### src/hw/mhs_pkg.sv
// Package: register indices, field positions and carrier types for mhs
`default_nettype none
package mhs_pkg;
  localparam int NUM_AXES = 4;
  // Register indices on the device register port
  localparam logic [2:0] IDX_OPERAND_LOW = 3'h6;
  localparam logic [2:0] IDX_OPERAND_HIGH = 3'h7;
  localparam logic [2:0] IDX_MAIN_STATUS = 3'h0;
  localparam logic [2:0] IDX_INT_FLAGS = 3'h1;
  // Main status field positions
  localparam int POS_DRV = 0;
  localparam int POS_ERR = 4;
  localparam int POS_QUAD = 8;
  localparam int POS_NEXT = 11;
  localparam int POS_COUNT = 12;
  localparam logic [3:0] COUNT_FULL = 4'h8;
  localparam logic [3:0] COUNT_MAX_WRITABLE = 4'h7;
  localparam logic [15:0] FLAGS_RESET = 16'h0000;
  localparam logic [1:0] AXIS_RESET = 2'h0;
  // Per-axis compare levels and event pulses from the motion core
  typedef struct packed {
    logic [3:0] compare_met;
    logic drive_start;
    logic const_start;
    logic const_end;
    logic drive_end;
    logic home_done;
    logic timer_expired;
    logic split_rise;
    logic split_done;
    logic [3:0] sync_action;
  } mhs_events_t;
  // Per-axis drive state from the motion core
  typedef struct packed {
    logic driving;
    logic [7:0] err_flags;
  } mhs_axis_t;
endpackage : mhs_pkg
`default_nettype wire

### src/hw/mhs_host_regs.sv
// Host register bank: operand words, main status and interrupt flags
`default_nettype none
module mhs_host_regs #(
  parameter int AXES = mhs_pkg::NUM_AXES
) (
  // Clock and reset
  input wire logic clock,
  input wire logic resetn,
  input wire logic clock_en,
  // Host register port
  input wire logic bus_8bit,
  input wire logic [2:0] reg_index,
  input wire logic byte_high,
  input wire logic wr_strobe,
  input wire logic rd_strobe,
  input wire logic [15:0] wr_data,
  output logic [15:0] rd_data,
  // Command decode from the command register path
  input wire logic cmd_strobe,
  input wire logic [1:0] cmd_axis,
  input wire logic [AXES-1:0] err_clear_cmd,
  // Motion core state
  input wire mhs_pkg::mhs_axis_t [AXES-1:0] axis_state,
  input wire mhs_pkg::mhs_events_t [AXES-1:0] axis_events,
  input wire logic [15:0] interrupt_enable_reg [AXES],
  input wire logic multichip_mode,
  input wire logic sub_chip_error,
  input wire logic interp_started,
  input wire logic [2:0] circle_quadrant,
  input wire logic [3:0] prebuffer_count,
  // Outputs
  output logic [31:0] operand,
  output logic [AXES-1:0] axis_error,
  output logic next_node_writable,
  output logic prebuffer_full,
  output logic irq_out_n
);

  // ****************************************
  // Helpers
  // ****************************************
  function automatic logic [15:0] byte_merge(input logic [15:0] old,
    input logic [15:0] din, input logic is8, input logic hi);
    logic [15:0] r;
    r = old;
    if (!is8)
      r = din;
    else if (hi)
      r[15:8] = din[7:0];
    else
      r[7:0] = din[7:0];
    return r;
  endfunction : byte_merge

  function automatic logic [15:0] byte_clear_mask(input logic is8,
    input logic hi);
    logic [15:0] m;
    m = 16'hFFFF;
    if (is8)
      m = hi ? 16'hFF00 : 16'h00FF;
    return m;
  endfunction : byte_clear_mask

  // Narrow bus returns the selected byte in the low lane, upper lane zero
  function automatic logic [15:0] read_lane(input logic [15:0] word,
    input logic is8, input logic hi);
    logic [15:0] r;
    r = word;
    if (is8)
    begin
      if (hi)
        r = {8'h00, word[15:8]};
      else
        r = {8'h00, word[7:0]};
    end
    return r;
  endfunction : read_lane

  // Shared by the write, clear and read paths so their index sets agree
  function automatic logic index_hit(input logic [2:0] idx,
    input logic [2:0] want);
    return idx == want;
  endfunction : index_hit

  // ****************************************
  // Operand words, no reset
  // ****************************************
  logic [15:0] operand_low_word;
  logic [15:0] operand_high_word;
  logic [15:0] next_low;
  logic [15:0] next_high;
  logic wr_low;
  logic wr_high;

  always_comb
  begin
    wr_low = wr_strobe && index_hit(reg_index, mhs_pkg::IDX_OPERAND_LOW);
    wr_high = wr_strobe && index_hit(reg_index, mhs_pkg::IDX_OPERAND_HIGH);
    next_low = operand_low_word;
    next_high = operand_high_word;
    // Each half stored independently, so write order is irrelevant
    if (wr_low)
      next_low = byte_merge(operand_low_word, wr_data, bus_8bit,
        byte_high);
    if (wr_high)
      next_high = byte_merge(operand_high_word, wr_data, bus_8bit,
        byte_high);
  end

  // No reset here: contents are undefined until written
  always_ff @(posedge clock)
  begin
    if (clock_en)
    begin
      operand_low_word <= next_low;
      operand_high_word <= next_high;
    end
  end

  // Raw bits; consumers treat them as two's complement
  assign operand = {operand_high_word, operand_low_word};

  // ****************************************
  // Axis error bits and selected axis
  // ****************************************
  logic [AXES-1:0] err_sticky;
  logic [AXES-1:0] next_err;
  logic [1:0] sel_axis;
  logic [1:0] next_sel_axis;

  always_comb
  begin
    next_sel_axis = sel_axis;
    // Every command moves the selection, a no-operation one included
    if (cmd_strobe)
      next_sel_axis = cmd_axis;
    for (int a = 0; a < AXES; a++)
    begin
      next_err[a] = err_sticky[a];
      // Clear first so a fresh error in the same cycle wins
      if (err_clear_cmd[a] || axis_events[a].drive_start)
        next_err[a] = 1'b0;
      if (|axis_state[a].err_flags)
        next_err[a] = 1'b1;
    end
    // Sub-chip errors land on axis 0, the main axis of a multichip group
    if (multichip_mode && sub_chip_error)
      next_err[0] = 1'b1;
  end

  always_ff @(posedge clock or negedge resetn)
  begin
    if (!resetn)
    begin
      err_sticky <= '0;
      sel_axis <= mhs_pkg::AXIS_RESET;
    end
    else if (clock_en)
    begin
      err_sticky <= next_err;
      sel_axis <= next_sel_axis;
    end
  end

  assign axis_error = err_sticky;

  // ****************************************
  // Interrupt factor flags per axis
  // ****************************************
  logic [15:0] interrupt_factor_flags [AXES];
  logic [15:0] next_flags [AXES];
  logic [15:0] factor_ev [AXES];
  logic [3:0] cmp_prev [AXES];
  logic [3:0] next_cmp_prev [AXES];
  logic flag_read;

  always_comb
  begin
    flag_read = rd_strobe && index_hit(reg_index, mhs_pkg::IDX_INT_FLAGS);
    for (int a = 0; a < AXES; a++)
    begin
      factor_ev[a] = '0;
      next_cmp_prev[a] = axis_events[a].compare_met;
      // Compare inputs are levels: only the unmet-to-met change counts
      factor_ev[a][3:0] = axis_events[a].compare_met & ~cmp_prev[a];
      factor_ev[a][4] = axis_events[a].drive_start;
      factor_ev[a][5] = axis_events[a].const_start;
      factor_ev[a][6] = axis_events[a].const_end;
      factor_ev[a][7] = axis_events[a].drive_end;
      factor_ev[a][8] = axis_events[a].home_done;
      factor_ev[a][9] = axis_events[a].timer_expired;
      factor_ev[a][10] = axis_events[a].split_rise;
      factor_ev[a][11] = axis_events[a].split_done;
      factor_ev[a][15:12] = axis_events[a].sync_action;
      next_flags[a] = interrupt_factor_flags[a];
      // Read clears only the byte read on a narrow bus
      if (flag_read && (sel_axis == a[1:0]))
        next_flags[a] = interrupt_factor_flags[a] &
          ~byte_clear_mask(bus_8bit, byte_high);
      // Set after clear: an event coincident with the read survives
      next_flags[a] = next_flags[a] |
        (factor_ev[a] & interrupt_enable_reg[a]);
    end
  end

  // Pending flags drop at reset so irq_out_n idles high
  always_ff @(posedge clock or negedge resetn)
  begin
    if (!resetn)
    begin
      for (int a = 0; a < AXES; a++)
      begin
        interrupt_factor_flags[a] <= mhs_pkg::FLAGS_RESET;
        cmp_prev[a] <= 4'h0;
      end
    end
    else if (clock_en)
    begin
      for (int a = 0; a < AXES; a++)
      begin
        interrupt_factor_flags[a] <= next_flags[a];
        cmp_prev[a] <= next_cmp_prev[a];
      end
    end
  end

  // One shared line: any pending flag on any axis holds it low
  always_comb
  begin
    irq_out_n = 1'b1;
    for (int a = 0; a < AXES; a++)
      if (|interrupt_factor_flags[a])
        irq_out_n = 1'b0;
  end

  // ****************************************
  // Main status and read data
  // ****************************************
  logic [15:0] main_status;
  logic [15:0] rd_word;
  logic [15:0] next_rd;

  always_comb
  begin
    main_status = '0;
    for (int a = 0; a < AXES; a++)
    begin
      main_status[mhs_pkg::POS_DRV + a] = axis_state[a].driving;
      main_status[mhs_pkg::POS_ERR + a] = err_sticky[a];
    end
    main_status[mhs_pkg::POS_QUAD +: 3] = circle_quadrant;
    main_status[mhs_pkg::POS_NEXT] = next_node_writable;
    main_status[mhs_pkg::POS_COUNT +: 4] = prebuffer_count;
    // Unmapped indices read back as zero
    rd_word = '0;
    if (index_hit(reg_index, mhs_pkg::IDX_MAIN_STATUS))
      rd_word = main_status;
    else if (index_hit(reg_index, mhs_pkg::IDX_INT_FLAGS))
      rd_word = interrupt_factor_flags[sel_axis];
    next_rd = rd_data;
    // Captured on the clearing edge, so the host sees what it cleared
    if (rd_strobe)
      next_rd = read_lane(rd_word, bus_8bit, byte_high);
  end

  always_ff @(posedge clock or negedge resetn)
  begin
    if (!resetn)
      rd_data <= 16'h0000;
    else if (clock_en)
      rd_data <= next_rd;
  end

  // Writable while count is 1..7 after interpolation starts
  assign next_node_writable = interp_started &&
    (prebuffer_count != 4'h0) &&
    (prebuffer_count <= mhs_pkg::COUNT_MAX_WRITABLE);
  // Host must hold off node writes while this is high
  assign prebuffer_full = (prebuffer_count >= mhs_pkg::COUNT_FULL);

endmodule : mhs_host_regs
`default_nettype wire

### config.mk
export PLATFORM = sky130hd
export DESIGN_NAME = mhs_host_regs
export DESIGN_NICKNAME = d
export VERILOG_FILES = /design/src/hw/mhs_pkg.sv /design/src/hw/mhs_host_regs.sv
export SDC_FILE = /design/constraint.sdc
export NUM_CORES = 1
export LEC_CHECK = 0
export ABC_CLOCK_PERIOD_IN_PS = 1800
export BUFFER_PORTS_ARGS = -buffer_cell sky130_fd_sc_hd__buf_2
export CORE_MARGIN = 5
export CORE_UTILIZATION = 43
export CTS_CLUSTER_DIAMETER = 120
export CTS_CLUSTER_SIZE = 16
export DETAILED_ROUTE_END_ITERATION = 8
export GPL_TIMING_DRIVEN = 0
export PLACE_DENSITY = 0.74
export SYNTH_ARGS = -nofsm -noshare
export SYNTH_HDL_FRONTEND = slang
export SYNTH_SLANG_ARGS = --single-unit
### constraint.sdc
create_clock -name clock -period 1.8 [get_ports clock]
set_input_delay 0.54 -clock clock [delete_from_list [all_inputs] [get_ports clock]]
set_output_delay 0.54 -clock clock [all_outputs]
set_load 0.005 [all_outputs]
==> flow_summary_export.csv <==
group,metric,value,unit
floorplanning,fp.coreArea,0.0132,mm²
placed_design,globalplace.congestion,0.883,
setup_path,critPathRequiredTime,1.26,ns
final_layout,layout_commonest_cell,"buf_2",
timing,fmax,418,MHz
timing,fin_crit_sh,133,%
placed_design,pre_cts_ws,-0.537,ns
final_layout,utilization,63.3,%
grt,track_usage,25.2,%
timing,slew_headroom,54.4,%
timing,fin_ws,-0.594,ns
synth,synth_area,0.00579,mm²
synth,synthesis.nets,644,
route,initialDrtViolationCount,427,
setup_path,rr_startpoint,"sel_axis[0]",
setup_path,worstPathArrival,1.85,ns
synth,yosysSeqAreaShare,60.7,%
clock_network,cts_htree_levels,4,
setup_path,path_max_fanout,3,
timing,post-route-min-period,2.39,ns
clock_network,cts-root-buf,"clkbuf_16",
timing,setup_viol_count_final,6,
grt,grt_pass1_wl,30500,µm
final_layout,fin_nets,929,
route,drc,0,
synth,ys_types,31,
clock_network,insertion_delay,0.42,ns
route,vias_per_cell,5.75,
power_and_ir_drop,power.leakage,3.55,nW
placed_design,hpwl,15700,µm
floorplanning,die_area,0.0159,mm²
clock_network,clkTransAtPathRegs,0.06,ns
timing,finClkSkew,0.00702,ns
placed_design,placed_area,0.00737,mm²
synth,yosys_register_bits,134,
route,wl_per_cell,22.1,µm
synth,syn_inst,437,
clock_network,cts.sinks,134,
synth,synth_edf_count,32,
setup_path,rrSetupSlack,-0.06,ns
final_layout,antenna_cells,0,
floorplanning,fp.dieW,126,µm
timing,finalMaxSlewViolations,0,
route,wl,20200,µm
timing,hold_violations,0,
final_layout,fin_area,0.00838,mm²
final_layout,mostFrequentLayoutCells,"261 x buf_2, 102 x dfrtp_1, 64 x a32o_1, 32 x mux2i_1, 32 x edfxtp_1",
run_status,violations,"negative setup slack",
route,num_vias,5237,
floorplanning,fp-row-count,42,
grt,overflow,0,
clock_network,cts.path.max_buffers,2,
timing,worstMarginPinSlew,0.680,ns
flow_run,drv_cap,0,
setup_path,path_class,"reg -> out",
synth,synth_ff_type,"dfrtp_1",
clock_network,cts_tree,"done",
setup_path,start_kind,"flip-flop",
synth,ys_async_sr_fraction,76.1,%
synth,postSynthAreaPerCell,13.2,µm²
floorplanning,start_util,43.7,%
grt,antenna_found_initial,1,
floorplanning,fp.dieH,126,µm
route,antenna_left,0,
final_layout,drive_gt1_share,52.1,%
power_and_ir_drop,peakVddDrop,0.646,mV
setup_path,reg2reg_to,"rd_data[5]",
clock_network,cts_buffers,17,
run_status,status,"finished, violations left",
route,drtPass1Iterations,5,
setup_path,r2r.worst_path.cells,5,
grt,grt_start_max_net_pins,60,
floorplanning,pin_count,262,
final_layout,nFillCells,1058,
setup_path,end_kind,"output pin",
clock_network,holdBufCountCts,0,
synth,ys.warnings.count,0,
power_and_ir_drop,power_density,984,mW/mm²
placed_design,port_buffers,260,
final_layout,areaGrowthSynthToFinish,44.8,%
timing,setup-tns-final,-0.700,ns
grt,grt_pass1_vias,5472,
timing,grt_setup_unrepaired,"true",
worst_hold_path,worstHoldPathType,"in -> async",
## worst max path at each step
| stage | start | end | slack (ns) |
|---|---|---|---|
| final | interrupt_factor_flags[62] | irq_out_n | -0.59 |
| after detailed placement | reg_index[2] | rd_data[4] | -0.54 |
| after CTS | interrupt_factor_flags[63] | irq_out_n | -0.55 |
| after floorplan | clock_en | operand_low_word[10] | 0.005 |
| after global placement | resetn | interrupt_factor_flags[43] | -0.82 |
| after global routing | interrupt_factor_flags[59] | irq_out_n | -0.69 |
## worst max-delay path, stage by stage, from the launching register on
cell and delay [ns]:
dfrtp_1 0.40, nor4_2 0.37, nand4_1 0.13, nor4_1 0.33, buf_2 0.20
## per-layer routing
metal  wire length, µm  vias to the layer above  GRT usage (%)
met3              1590                       34           8.34
li1                  -                     2359              -
met1              8280                     2579           32.4
met4               380                        2           7.51
met2              9890                      263           40.7
met5                13                        -              0
## Yosys cell counts, drive strengths merged, types with 4 or more instances
master	n	area (µm²)
dfrtp	102	2550
a32o	64	641
edfxtp	32	961
mux2i	32	320
mux2	26	293
nor4	25	156
nand2	19	71.3
a211oi	17	128
nor2b	16	100
o22ai	15	93.8
nor2	14	52.6
o21ai	13	65.1
buf	12	60.1
clkbuf	12	45.0
a21oi	7	35.0
nand4	7	43.8
a22o	4	35.0
nand3	4	20.0
nor3	4	20.0
## power breakdown
part	leakage [nW]	internal (mW)	switching [mW]
logic	1.93	0.587	0.570
registers	1.34	3.36	0.212
clock network	0.284	2.19	1.32
total	3.55	6.14	2.11
## cell type report
cell class | count | area [µm²] | area share [%]
Buffer | 21 | 125 | 1.49
Clock inverter | 14 | 176 | 2.10
Multi-Input combinational cell | 278 | 2500 | 29.9
Inverter | 1 | 3.75 | 0.0448
Clock buffer | 18 | 429 | 5.12
Tap cell | 176 | 220 | 2.63
Sequential cell | 134 | 3510 | 41.9
Timing Repair Buffer | 269 | 1410 | 16.8
## through the flow
| stage | instances | power, mW | hold slack (ns) |
|---|---|---|---|
| 3_5_place_dp | 874 | 4.64 | 0.469 |
| 6_report | 911 | 8.24 | 0.121 |
| 3_3_place_gp | 873 | 4.59 | 0.460 |
| 5_1_grt | 911 | 8.58 | 0.158 |
| 4_1_cts | 910 | 8.23 | 0.132 |
| 2_1_floorplan | 437 | 4.06 | 0.244 |
## flip-flops by register name, indices dropped and copies added, names as in the netlist
name and count:
axis_error 4, cmp_prev 16, interrupt_factor_flags 64, operand_high_word 16, operand_low_word 16, rd_data 16, sel_axis 2
## logic make-up (layout without fill, tap and decap cells)
group	after synthesis	after routing	share of synthesized area [%]
multiplexers	58	58	10.6
AND/OR/NAND/NOR	98	98	9.28
buffers and inverters	25	323	1.88
flip-flops	134	134	60.7
AO/OA/AOI/OAI	122	122	17.5
## timing repair
item / in CTS / in global routing
resized for setup: 34 / 35
pin swaps: 8 / 13
endpoints found under the setup margin: 42 / 23
hold endpoints to repair: 0 / 0
gates cloned: 0 / 1
setup buffers: 5 / 2
Power figures use the tool's default switching activity.
